$ cat config.mk
export PLATFORM = sky130hd
export DESIGN_NAME = ucfw_device_flat
export DESIGN_NICKNAME = d
export VERILOG_FILES = /design/src/core/ucfw_pkg.sv /design/src/core/ucfw_link_if.sv /design/src/core/ucfw_device.sv /design/src/flat_wrapper.sv
export SDC_FILE = /design/constraint.sdc
export NUM_CORES = 1
export LEC_CHECK = 0
export BUFFER_PORTS_ARGS = -buffer_cell sky130_fd_sc_hd__buf_4
export CAP_MARGIN = 20
export CORE_UTILIZATION = 35
export CTS_CLUSTER_SIZE = 30
export DETAILED_ROUTE_END_ITERATION = 16
export PLACE_DENSITY_LB_ADDON = 0.2
export SLEW_MARGIN = 20
export SYNTH_ARGS = -nofsm -noshare
export SYNTH_HDL_FRONTEND = slang
export SYNTH_SLANG_ARGS = --single-unit
export TNS_END_PERCENT = 10
$ cat constraint.sdc
create_clock -name CORE_CLK -period 4.4 [get_ports CORE_CLK]
set_input_delay 0.44 -clock CORE_CLK [delete_from_list [all_inputs] [get_ports CORE_CLK]]
set_output_delay 0.44 -clock CORE_CLK [all_outputs]
set_load 0.005 [all_outputs]
$ cat src/core/ucfw_pkg.sv
// shared constants and helpers for the framed command link and its wake-up handshake
package ucfw_pkg;

  // framing delimiters and packet type codes
  localparam logic [7:0]  START_BYTE    = 8'h02;
  localparam logic [7:0]  END_BYTE      = 8'h03;
  localparam logic [7:0]  TYPE_REQUEST  = 8'h52;
  localparam logic [7:0]  TYPE_CONFIRM  = 8'h43;
  localparam logic [7:0]  TYPE_NOTIFY   = 8'h69;
  localparam logic [7:0]  TYPE_REPLY    = 8'h72;

  // payload limit and length field width
  localparam int          LEN_W         = 16;
  localparam logic [15:0] MAX_PAYLOAD   = 16'h014D;
  localparam logic [15:0] LEN_ONE       = 16'h0001;
  localparam logic [15:0] LEN_ZERO      = 16'h0000;

  // opcode of the transport-enabled event; real value lives in the opcode reference
  localparam logic [7:0]  OP_TL_ENABLED = 8'h00;

  // low byte of the sum of type, opcode and both length bytes
  function automatic logic [7:0] hdr_sum(input logic [7:0] typ, input logic [7:0] op,
                                         input logic [15:0] len);
    logic [9:0] s;
    s = {2'h0, typ} + {2'h0, op} + {2'h0, len[7:0]} + {2'h0, len[15:8]};
    return s[7:0];
  endfunction

  // transmit framer states, shared by both ends
  typedef enum logic [2:0] {
    T_IDLE, T_TYPE, T_OP, T_LENL, T_LENH, T_SUM, T_DATA, T_END
  } ucfw_tx_t;

  // receive parser states, shared by both ends
  typedef enum logic [2:0] {
    R_HUNT, R_TYPE, R_OP, R_LENL, R_LENH, R_SUM, R_DATA, R_END
  } ucfw_rx_t;

endpackage

$ cat src/core/ucfw_link_if.sv
// byte-level link between device end and host end, with handshake lines
`timescale 1ns/100ps
`default_nettype none
interface ucfw_link_if;
  logic [7:0] d2h_byte;         // device to host byte
  logic       d2h_valid;        // one-cycle strobe
  logic [7:0] h2d_byte;         // host to device byte
  logic       h2d_valid;        // one-cycle strobe
  logic       dev_rts_n;        // device rts, host cts
  logic       host_rts_n;       // host rts, device cts
  logic       host_wakeup_line; // device wake line to host
  logic       line_break;       // break condition from host

  modport dev  (output d2h_byte, d2h_valid, dev_rts_n, host_wakeup_line,
                input  h2d_byte, h2d_valid, host_rts_n, line_break);
  modport host (input  d2h_byte, d2h_valid, dev_rts_n, host_wakeup_line,
                output h2d_byte, h2d_valid, host_rts_n, line_break);
endinterface
`default_nettype wire

$ cat src/core/ucfw_device.sv
// device end: wake-up handshake, packet framer and parser, transparent bypass
`timescale 1ns/100ps
`default_nettype none
module ucfw_device (
  // clock and reset
  input  wire logic        CORE_CLK,
  input  wire logic        RESET,
  // link to host
  ucfw_link_if.dev         LINK,
  // packet send request
  input  wire logic        EVT_VALID,
  input  wire logic [7:0]  EVT_TYPE,
  input  wire logic [7:0]  EVT_OPCODE,
  input  wire logic [15:0] EVT_LEN,
  output logic             EVT_READY,
  // payload or raw bytes out
  input  wire logic [7:0]  PAY_DATA,
  input  wire logic        PAY_VALID,
  output logic             PAY_READY,
  // received packets
  output logic             RX_HDR_VALID,
  output logic [7:0]       RX_TYPE,
  output logic [7:0]       RX_OPCODE,
  output logic [15:0]      RX_LEN,
  output logic [7:0]       RX_DATA,
  output logic             RX_DATA_VALID,
  output logic             RX_END_OK,
  output logic             RX_DROP,
  // mode control and status
  input  wire logic        TL_DISABLE,
  input  wire logic        GO_TRANSPARENT,
  output logic             TL_ENABLED,
  output logic             TRANSPARENT
);

  typedef enum logic [1:0] {W_ON, W_DRAIN, W_OFF, W_WAIT} ucfw_wake_t;

  ucfw_wake_t        wst_ff, nxt_wst;
  ucfw_pkg::ucfw_tx_t tst_ff;
  ucfw_pkg::ucfw_rx_t rst_ff;
  logic              cts_s1_ff, cts_s2_ff, cts_s3_ff;
  logic              rts_on_ff, cfm_pend_ff, cfm_set, trans_ff;
  logic [7:0]        typ_ff, op_ff, sum_ff, tx_byte;
  logic [15:0]       len_ff, cnt_ff, rlen_ff, rcnt_ff, len_c;
  logic [7:0]        rtyp_ff, rop_ff;
  logic              tl_on, hdr_go, cfm_go, fire, rx_take;
  logic [7:0]        rx_b;

  ////////////////////////////////////////////////////////////////////////
  // cts pin synchroniser; third stage only feeds the edge detector
  always_ff @(posedge CORE_CLK or posedge RESET) begin
    if (RESET) begin
      cts_s1_ff <= 1'b1;
      cts_s2_ff <= 1'b1;
      cts_s3_ff <= 1'b1;
    end else begin
      cts_s1_ff <= LINK.host_rts_n;
      cts_s2_ff <= cts_s1_ff;
      cts_s3_ff <= cts_s2_ff;
    end
  end

  // transport layer state
  assign tl_on = (wst_ff == W_ON) || (wst_ff == W_DRAIN);
  always_comb begin
    nxt_wst = wst_ff;
    cfm_set = 1'b0;
    case (wst_ff)
      W_ON: begin
        if (TL_DISABLE) begin
          nxt_wst = W_DRAIN;
        end
      end
      W_DRAIN: begin
        // pending confirm and any queued event go out before the link turns off
        if (tst_ff == ucfw_pkg::T_IDLE && !EVT_VALID && !cfm_pend_ff && !hdr_go) begin
          nxt_wst = W_OFF;
        end
      end
      W_OFF: begin
        if (cts_s3_ff && !cts_s2_ff) begin
          nxt_wst = W_ON;
          cfm_set = 1'b1;
        end else if (EVT_VALID || PAY_VALID) begin
          nxt_wst = W_WAIT;
        end
      end
      W_WAIT: begin
        if (!cts_s2_ff) begin
          nxt_wst = W_ON;
          cfm_set = 1'b1;
        end
      end
      default: nxt_wst = W_ON;
    endcase
  end

  // rts and wake line are asserted whenever the link is not fully off
  always_ff @(posedge CORE_CLK or posedge RESET) begin
    if (RESET) begin
      wst_ff    <= W_ON;
      rts_on_ff <= 1'b1;
    end else begin
      wst_ff    <= nxt_wst;
      rts_on_ff <= (nxt_wst != W_OFF);
    end
  end
  assign LINK.dev_rts_n        = !rts_on_ff;
  assign LINK.host_wakeup_line = rts_on_ff;
  assign TL_ENABLED            = tl_on;

  // pending confirm; a new wake-up wins over the clear
  always_ff @(posedge CORE_CLK or posedge RESET) begin
    if (RESET) begin
      cfm_pend_ff <= 1'b0;
    end else begin
      cfm_pend_ff <= cfm_set || (cfm_pend_ff && !cfm_go);
    end
  end

  // transparent mode; a break clears it, break wins over entry
  always_ff @(posedge CORE_CLK or posedge RESET) begin
    if (RESET) begin
      trans_ff <= 1'b0;
    end else if (LINK.line_break) begin
      trans_ff <= 1'b0;
    end else if (GO_TRANSPARENT && tl_on) begin
      trans_ff <= 1'b1;
    end
  end
  assign TRANSPARENT = trans_ff;

  ////////////////////////////////////////////////////////////////////////
  // transmit side: confirm goes ahead of any queued event
  assign cfm_go    = (tst_ff == ucfw_pkg::T_IDLE) && cfm_pend_ff && tl_on && !trans_ff;
  assign EVT_READY = (tst_ff == ucfw_pkg::T_IDLE) && !cfm_pend_ff && tl_on && !trans_ff;
  assign hdr_go    = cfm_go || (EVT_READY && EVT_VALID);
  assign PAY_READY = tl_on && (trans_ff || tst_ff == ucfw_pkg::T_DATA);
  assign len_c     = (EVT_LEN > ucfw_pkg::MAX_PAYLOAD) ? ucfw_pkg::MAX_PAYLOAD : EVT_LEN;

  // byte selection per framer state
  always_comb begin
    fire    = 1'b1;
    tx_byte = ucfw_pkg::START_BYTE;
    case (tst_ff)
      ucfw_pkg::T_IDLE: begin
        fire    = hdr_go || (trans_ff && tl_on && PAY_VALID);
        tx_byte = trans_ff ? PAY_DATA : ucfw_pkg::START_BYTE;
      end
      ucfw_pkg::T_TYPE: tx_byte = typ_ff;
      ucfw_pkg::T_OP:   tx_byte = op_ff;
      ucfw_pkg::T_LENL: tx_byte = len_ff[7:0];
      ucfw_pkg::T_LENH: tx_byte = len_ff[15:8];
      ucfw_pkg::T_SUM:  tx_byte = sum_ff;
      ucfw_pkg::T_DATA: begin
        fire    = PAY_VALID;
        tx_byte = PAY_DATA;
      end
      ucfw_pkg::T_END:  tx_byte = ucfw_pkg::END_BYTE;
      default:          fire = 1'b0;
    endcase
  end

  // framer sequence, one byte per cycle, payload paced by PAY_VALID
  always_ff @(posedge CORE_CLK or posedge RESET) begin
    if (RESET) begin
      tst_ff <= ucfw_pkg::T_IDLE;
      typ_ff <= 8'h00;
      op_ff  <= 8'h00;
      sum_ff <= 8'h00;
      len_ff <= ucfw_pkg::LEN_ZERO;
      cnt_ff <= ucfw_pkg::LEN_ZERO;
    end else begin
      case (tst_ff)
        ucfw_pkg::T_IDLE: begin
          if (hdr_go) begin
            tst_ff <= ucfw_pkg::T_TYPE;
            typ_ff <= cfm_go ? ucfw_pkg::TYPE_NOTIFY : EVT_TYPE;
            op_ff  <= cfm_go ? ucfw_pkg::OP_TL_ENABLED : EVT_OPCODE;
            len_ff <= cfm_go ? ucfw_pkg::LEN_ZERO : len_c;
            sum_ff <= cfm_go ? ucfw_pkg::hdr_sum(ucfw_pkg::TYPE_NOTIFY, ucfw_pkg::OP_TL_ENABLED,
                                                 ucfw_pkg::LEN_ZERO)
                             : ucfw_pkg::hdr_sum(EVT_TYPE, EVT_OPCODE, len_c);
            cnt_ff <= ucfw_pkg::LEN_ZERO;
          end
        end
        ucfw_pkg::T_TYPE: tst_ff <= ucfw_pkg::T_OP;
        ucfw_pkg::T_OP:   tst_ff <= ucfw_pkg::T_LENL;
        ucfw_pkg::T_LENL: tst_ff <= ucfw_pkg::T_LENH;
        ucfw_pkg::T_LENH: tst_ff <= ucfw_pkg::T_SUM;
        ucfw_pkg::T_SUM:  tst_ff <= (len_ff == ucfw_pkg::LEN_ZERO) ? ucfw_pkg::T_END : ucfw_pkg::T_DATA;
        ucfw_pkg::T_DATA: begin
          if (PAY_VALID) begin
            cnt_ff <= cnt_ff + ucfw_pkg::LEN_ONE;
            if (cnt_ff + ucfw_pkg::LEN_ONE == len_ff) begin
              tst_ff <= ucfw_pkg::T_END;
            end
          end
        end
        default: tst_ff <= ucfw_pkg::T_IDLE;
      endcase
    end
  end

  // registered link byte
  always_ff @(posedge CORE_CLK or posedge RESET) begin
    if (RESET) begin
      LINK.d2h_byte  <= 8'h00;
      LINK.d2h_valid <= 1'b0;
    end else begin
      LINK.d2h_byte  <= tx_byte;
      LINK.d2h_valid <= fire;
    end
  end

  ////////////////////////////////////////////////////////////////////////
  // receive parser; bytes are ignored while the link is off
  assign rx_take = LINK.h2d_valid && tl_on;
  assign rx_b    = LINK.h2d_byte;
  always_ff @(posedge CORE_CLK or posedge RESET) begin
    if (RESET) begin
      rst_ff        <= ucfw_pkg::R_HUNT;
      rtyp_ff       <= 8'h00;
      rop_ff        <= 8'h00;
      rlen_ff       <= ucfw_pkg::LEN_ZERO;
      rcnt_ff       <= ucfw_pkg::LEN_ZERO;
      RX_HDR_VALID  <= 1'b0;
      RX_DATA       <= 8'h00;
      RX_DATA_VALID <= 1'b0;
      RX_END_OK     <= 1'b0;
      RX_DROP       <= 1'b0;
    end else begin
      RX_HDR_VALID  <= 1'b0;
      RX_DATA_VALID <= 1'b0;
      RX_END_OK     <= 1'b0;
      RX_DROP       <= 1'b0;
      if (rx_take && trans_ff) begin
        RX_DATA       <= rx_b;
        RX_DATA_VALID <= 1'b1;
        rst_ff        <= ucfw_pkg::R_HUNT;
      end else if (rx_take) begin
        case (rst_ff)
          ucfw_pkg::R_HUNT: if (rx_b == ucfw_pkg::START_BYTE) rst_ff <= ucfw_pkg::R_TYPE;
          ucfw_pkg::R_TYPE: begin
            rtyp_ff <= rx_b;
            rst_ff  <= ucfw_pkg::R_OP;
          end
          ucfw_pkg::R_OP: begin
            rop_ff <= rx_b;
            rst_ff <= ucfw_pkg::R_LENL;
          end
          ucfw_pkg::R_LENL: begin
            rlen_ff[7:0] <= rx_b;
            rst_ff       <= ucfw_pkg::R_LENH;
          end
          ucfw_pkg::R_LENH: begin
            rlen_ff[15:8] <= rx_b;
            rst_ff        <= ucfw_pkg::R_SUM;
          end
          ucfw_pkg::R_SUM: begin
            // host may only send requests or replies
            if (rx_b != ucfw_pkg::hdr_sum(rtyp_ff, rop_ff, rlen_ff) || rlen_ff > ucfw_pkg::MAX_PAYLOAD ||
                (rtyp_ff != ucfw_pkg::TYPE_REQUEST && rtyp_ff != ucfw_pkg::TYPE_REPLY)) begin
              RX_DROP <= 1'b1;
              rst_ff  <= ucfw_pkg::R_HUNT;
            end else begin
              RX_HDR_VALID <= 1'b1;
              rcnt_ff      <= ucfw_pkg::LEN_ZERO;
              rst_ff       <= (rlen_ff == ucfw_pkg::LEN_ZERO) ? ucfw_pkg::R_END : ucfw_pkg::R_DATA;
            end
          end
          ucfw_pkg::R_DATA: begin
            RX_DATA       <= rx_b;
            RX_DATA_VALID <= 1'b1;
            rcnt_ff       <= rcnt_ff + ucfw_pkg::LEN_ONE;
            if (rcnt_ff + ucfw_pkg::LEN_ONE == rlen_ff) rst_ff <= ucfw_pkg::R_END;
          end
          default: begin
            RX_END_OK <= (rx_b == ucfw_pkg::END_BYTE);
            RX_DROP   <= (rx_b != ucfw_pkg::END_BYTE);
            rst_ff    <= ucfw_pkg::R_HUNT;
          end
        endcase
      end
    end
  end
  assign RX_TYPE   = rtyp_ff;
  assign RX_OPCODE = rop_ff;
  assign RX_LEN    = rlen_ff;

endmodule
`default_nettype wire

$ cat src/flat_wrapper.sv
// flat-port wrapper written by rule: the top's interface ports become plain ports
module ucfw_device_flat 
  (CORE_CLK, RESET, EVT_VALID, EVT_TYPE, EVT_OPCODE, EVT_LEN, EVT_READY, PAY_DATA, PAY_VALID, PAY_READY, RX_HDR_VALID, RX_TYPE, RX_OPCODE, RX_LEN, RX_DATA, RX_DATA_VALID, RX_END_OK, RX_DROP, TL_DISABLE, GO_TRANSPARENT, TL_ENABLED, TRANSPARENT, LINK_d2h_byte, LINK_d2h_valid, LINK_dev_rts_n, LINK_host_wakeup_line, LINK_h2d_byte, LINK_h2d_valid, LINK_host_rts_n, LINK_line_break);
  ucfw_link_if LINK_i ();
  input  wire logic CORE_CLK;
  input  wire logic RESET;
  input  wire logic EVT_VALID;
  input  wire logic [7:0] EVT_TYPE;
  input  wire logic [7:0] EVT_OPCODE;
  input  wire logic [15:0] EVT_LEN;
  output logic EVT_READY;
  input  wire logic [7:0] PAY_DATA;
  input  wire logic PAY_VALID;
  output logic PAY_READY;
  output logic RX_HDR_VALID;
  output logic [7:0] RX_TYPE;
  output logic [7:0] RX_OPCODE;
  output logic [15:0] RX_LEN;
  output logic [7:0] RX_DATA;
  output logic RX_DATA_VALID;
  output logic RX_END_OK;
  output logic RX_DROP;
  input  wire logic TL_DISABLE;
  input  wire logic GO_TRANSPARENT;
  output logic TL_ENABLED;
  output logic TRANSPARENT;
  output wire logic [$bits(LINK_i.d2h_byte)-1:0] LINK_d2h_byte;
  output wire logic [$bits(LINK_i.d2h_valid)-1:0] LINK_d2h_valid;
  output wire logic [$bits(LINK_i.dev_rts_n)-1:0] LINK_dev_rts_n;
  output wire logic [$bits(LINK_i.host_wakeup_line)-1:0] LINK_host_wakeup_line;
  input wire logic [$bits(LINK_i.h2d_byte)-1:0] LINK_h2d_byte;
  input wire logic [$bits(LINK_i.h2d_valid)-1:0] LINK_h2d_valid;
  input wire logic [$bits(LINK_i.host_rts_n)-1:0] LINK_host_rts_n;
  input wire logic [$bits(LINK_i.line_break)-1:0] LINK_line_break;
  assign LINK_d2h_byte = LINK_i.d2h_byte;
  assign LINK_d2h_valid = LINK_i.d2h_valid;
  assign LINK_dev_rts_n = LINK_i.dev_rts_n;
  assign LINK_host_wakeup_line = LINK_i.host_wakeup_line;
  assign LINK_i.h2d_byte = LINK_h2d_byte;
  assign LINK_i.h2d_valid = LINK_h2d_valid;
  assign LINK_i.host_rts_n = LINK_host_rts_n;
  assign LINK_i.line_break = LINK_line_break;
  ucfw_device u_core (.CORE_CLK(CORE_CLK), .RESET(RESET), .LINK(LINK_i), .EVT_VALID(EVT_VALID), .EVT_TYPE(EVT_TYPE), .EVT_OPCODE(EVT_OPCODE), .EVT_LEN(EVT_LEN), .EVT_READY(EVT_READY), .PAY_DATA(PAY_DATA), .PAY_VALID(PAY_VALID), .PAY_READY(PAY_READY), .RX_HDR_VALID(RX_HDR_VALID), .RX_TYPE(RX_TYPE), .RX_OPCODE(RX_OPCODE), .RX_LEN(RX_LEN), .RX_DATA(RX_DATA), .RX_DATA_VALID(RX_DATA_VALID), .RX_END_OK(RX_END_OK), .RX_DROP(RX_DROP), .TL_DISABLE(TL_DISABLE), .GO_TRANSPARENT(GO_TRANSPARENT), .TL_ENABLED(TL_ENABLED), .TRANSPARENT(TRANSPARENT));
endmodule
==> impl_metrics.env <==
export IMPL_worst_path_buf_inv=2
export IMPL_power_density_nw_per_um2=760.1
export IMPL_die_w_um=158.2
export IMPL_path_clk_slew_ns=0.06
export IMPL_clockPowerShare_pct=20.7
export IMPL_cts_sinks=139
export IMPL_fin_util_pct=44.21
export IMPL_grt_first_pass_wirelength_um=37740
export IMPL_dieArea_sq_um=25040
export IMPL_cpMostUsedCell="fa_1"
export IMPL_min_from="LINK_host_rts_n"
export IMPL_synth_top_area_share_pct=39.54
export IMPL_yosysUniqueCellTypes=64
export IMPL_worstSetupPathDepth=12
export IMPL_cts_buffers=17
export IMPL_root_buffer="clkbuf_16"
export IMPL_ctsResizeCount=0
export IMPL_skew_ns=0.01106
export IMPL_synth_edf_count=0
export IMPL_area_growth_pct=22.57
export IMPL_clkLatencyLatePin_ns=0.43
export IMPL_hold_path_class="in -> reg"
export IMPL_ant_nets=0
export IMPL_worst_pin_slew_ns=0.9812
export IMPL_seq_area_frac_synth_pct=40.77
export IMPL_whs_path_depth=1
export IMPL_arrival_ns=4.53
export IMPL_finalHoldViolations=0
export IMPL_yosys_top_cells_count="dfrtp_1 (135), nand2_1 (97), nor2_1 (69), o21ai_0 (57), inv_1 (47)"
export IMPL_finalMaxSlewViolations=0
export IMPL_drive_gt1_share_pct=20.93
export IMPL_crit_start="u_core.RX_OPCODE[1]"
export IMPL_drt_initial_drc_count=510
export IMPL_power_frac_seq_pct=26.3
export IMPL_post_cts_buffers=0
export IMPL_start_util_pct=36.07
export IMPL_setup_violations=0
export IMPL_finalPower_w=0.007960
export IMPL_synth_seq_cells=139
export IMPL_status="finished, final reports clean"
export IMPL_yosys_area_top_type="dfrtp_1"
export IMPL_period_share_pct=96.11
export IMPL_clockBufferDepth=2
export IMPL_p_int_w=0.004734
export IMPL_start_kind="flop"
export IMPL_htreeDepth=4
export IMPL_critPathTopFamily="adder cells"
export IMPL_grt_max_degree=78
export IMPL_avgViaCountPerCell=5.284
export IMPL_fin_nets=1115
export IMPL_switching_power_w=0.003226
export IMPL_drc_errors=0
export IMPL_synth_flop_cell="dfrtp_1"
export IMPL_fillers=2399
export IMPL_fin_crit_ns=4.229
export IMPL_yosysWarningCount=0
export IMPL_worstPathMaxFanout=7
export IMPL_wl_per_cell_um=17.51
export IMPL_path_cells="fa_1 -> inv_1 -> fa_1 -> inv_1 -> ha_1 -> fa_1 -> a21oi_2 -> o211ai_1 -> or4b_1 -> a2111o_1 -> or2_4 -> a311o_1"
export IMPL_post_synth_top_count_cell="dfrtp_1"
export IMPL_dp_hpwl_um=17520
export IMPL_cap_violations=0
export IMPL_synthTopCellsByArea="dfrtp_1 (40%), fa_1 (6.6%), mux2_2 (4.6%)"
export IMPL_p_leak_nw=4.691
export IMPL_wirelength_um=23570
export IMPL_grt_antenna_before_repair=0
export IMPL_core_rowCount=56
export IMPL_swShare_pct=40.53
export IMPL_avgSynthCellArea_sq_um=9.482
export IMPL_ir_drop_mv=0.8348
export IMPL_fin_setup_tns_ns=0
export IMPL_fp_dieH_um=158.2
export IMPL_slowest_stage="fa_1"
export IMPL_max_freq_mhz=236.5
export IMPL_ff2ff_path_depth=12
export IMPL_crit_path_end_kind="flop"
export IMPL_timing_rr_start="u_core.RX_OPCODE[1]"
export IMPL_hold_buffers=0
export IMPL_port_buffers=115
export IMPL_cts_tree="yes"
export IMPL_async_reset_ff_share_pct=100.0
export IMPL_syn_area_sq_um=8543
export IMPL_power_frac_comb_pct=53.0
export IMPL_gp_congestion=0.8567
export IMPL_relSlewSlack_pct=34.34
export IMPL_diodes=0
export IMPL_grt_usage_pct=19.98
export IMPL_vias=7112
export IMPL_max_stage_delay_ns=0.54
export IMPL_grt_pass1_vias=6896
export IMPL_io_pins=116
export IMPL_crit_required_ns=4.70
export IMPL_synthCells=901
export IMPL_critPathKind="reg -> reg"
export IMPL_core_area_sq_um=23680
export IMPL_gr_total_overflow=0
export IMPL_drtPass1Iterations=4
[final timing paths]
path	slack, ns	endpoint
worst max-delay path	0.17	u_core.rcnt_ff[8]
worst min-delay path	0.12	u_core.cts_s1_ff
worst max register to register	0.17	u_core.rcnt_ff[8]
worst min register to register	0.35	u_core.cts_s2_ff
max in group asynchronous	3.27	u_core.LINK.host_wakeup_line
min in group asynchronous	0.15	u_core.RX_DATA[5]
[power by group through the flow]
stage / Sequential [W] / Clock (W) / Combinational [W]
floorplan: 0.00201 / 0 / 0.00294
global placement: 0.00211 / 0 / 0.00416
detailed placement: 0.00212 / 0 / 0.00420
CTS: 0.00210 / 0.00167 / 0.00422
global route: 0.00215 / 0.00172 / 0.00476
finish: 0.00210 / 0.00164 / 0.00422
[final cells by class]
type	instances	area, sq um	share of cell area [%]
inverter	48	185.2	1.768
multi-input combinational	673	4723	45.11
sequential	139	3483	33.27
clock buffer	21	450.4	4.302
clock inverter	11	216.5	2.067
tap	319	399.1	3.812
timing repair buffer	135	1013	9.679
[flip-flops by register name (all words and copies together), names as in the netlist, 2 cells and up]
| register | flops |
|---|---|
| u_core.rst_ff | 3 |
| u_core.sum_ff | 8 |
| u_core.typ_ff | 8 |
| u_core.tst_ff | 3 |
| u_core.op_ff | 8 |
| u_core.wst_ff | 2 |
| u_core.rcnt_ff | 16 |
| u_core.cnt_ff | 16 |
| u_core.len_ff | 16 |
| u_core.RX_TYPE | 8 |
| u_core.RX_OPCODE | 8 |
| u_core.LINK.d2h_byte | 8 |
| u_core.RX_LEN | 16 |
| u_core.RX_DATA | 8 |
[cell families (layout without fill, tap and decap cells)]
| logic type | Yosys count | after routing | share of synthesized area, % |
|---|---|---|---|
| simple gates | 320 | 320 | 18.60 |
| compound gates | 185 | 185 | 13.99 |
| flops | 139 | 139 | 40.77 |
| buf+inv | 94 | 215 | 4.262 |
| xor+xnor | 72 | 72 | 7.381 |
| mux | 46 | 46 | 6.049 |
| fa+ha+maj | 44 | 44 | 8.905 |
| other cells | 1 | 6 | 0.04389 |
[routing by layer]
layer	share of wire, %	GRT usage [%]
met4	1.9	6.731
met3	4.0	3.039
met5	0	0
met1	45	26.41
met2	49	33.25
[placed cells by master (no fill, tap or decap), types with 14 or more instances in the layout]
| master | netlist | layout |
|---|---|---|
| a21oi_1 | 40 | 39 |
| a22o_1 | 17 | 17 |
| and3_1 | 14 | 14 |
| buf_4 | 0 | 135 |
| clkbuf_16 | 0 | 17 |
| dfrtp_1 | 135 | 135 |
| fa_1 | 28 | 28 |
| ha_1 | 16 | 16 |
| inv_1 | 47 | 46 |
| mux2_2 | 35 | 35 |
| nand2_1 | 97 | 97 |
| nand3_1 | 31 | 31 |
| nor2_1 | 69 | 68 |
| nor3_1 | 16 | 16 |
| o21ai_0 | 57 | 57 |
| xnor2_1 | 45 | 45 |
| xor2_1 | 27 | 27 |
[per-stage QoR]
step           hold WS (ns)  std cells  instance area (sq um)  worst slack [ns]
3_3_place_gp         0.3489       1314                   9796            0.1329
5_1_grt              0.1120       1346                  10470          -0.01956
2_1_floorplan        0.3452        906                   8562            0.2421
6_report             0.1215       1346                  10470            0.1710
4_1_cts              0.1079       1346                  10460           0.06632
3_5_place_dp         0.3479       1314                   9796           0.09615
[worst register-to-register path, cell delays in order, from the launching register on]
cell,delay [ns]
dfrtp_1,0.41
fa_1,0.54
inv_1,0.05
fa_1,0.50
inv_1,0.04
ha_1,0.22
fa_1,0.42
a21oi_2,0.17
o211ai_1,0.17
or4b_1,0.52
a2111o_1,0.43
or2_4,0.29
a311o_1,0.36
Note: power is estimated with default switching activity, not from simulation.
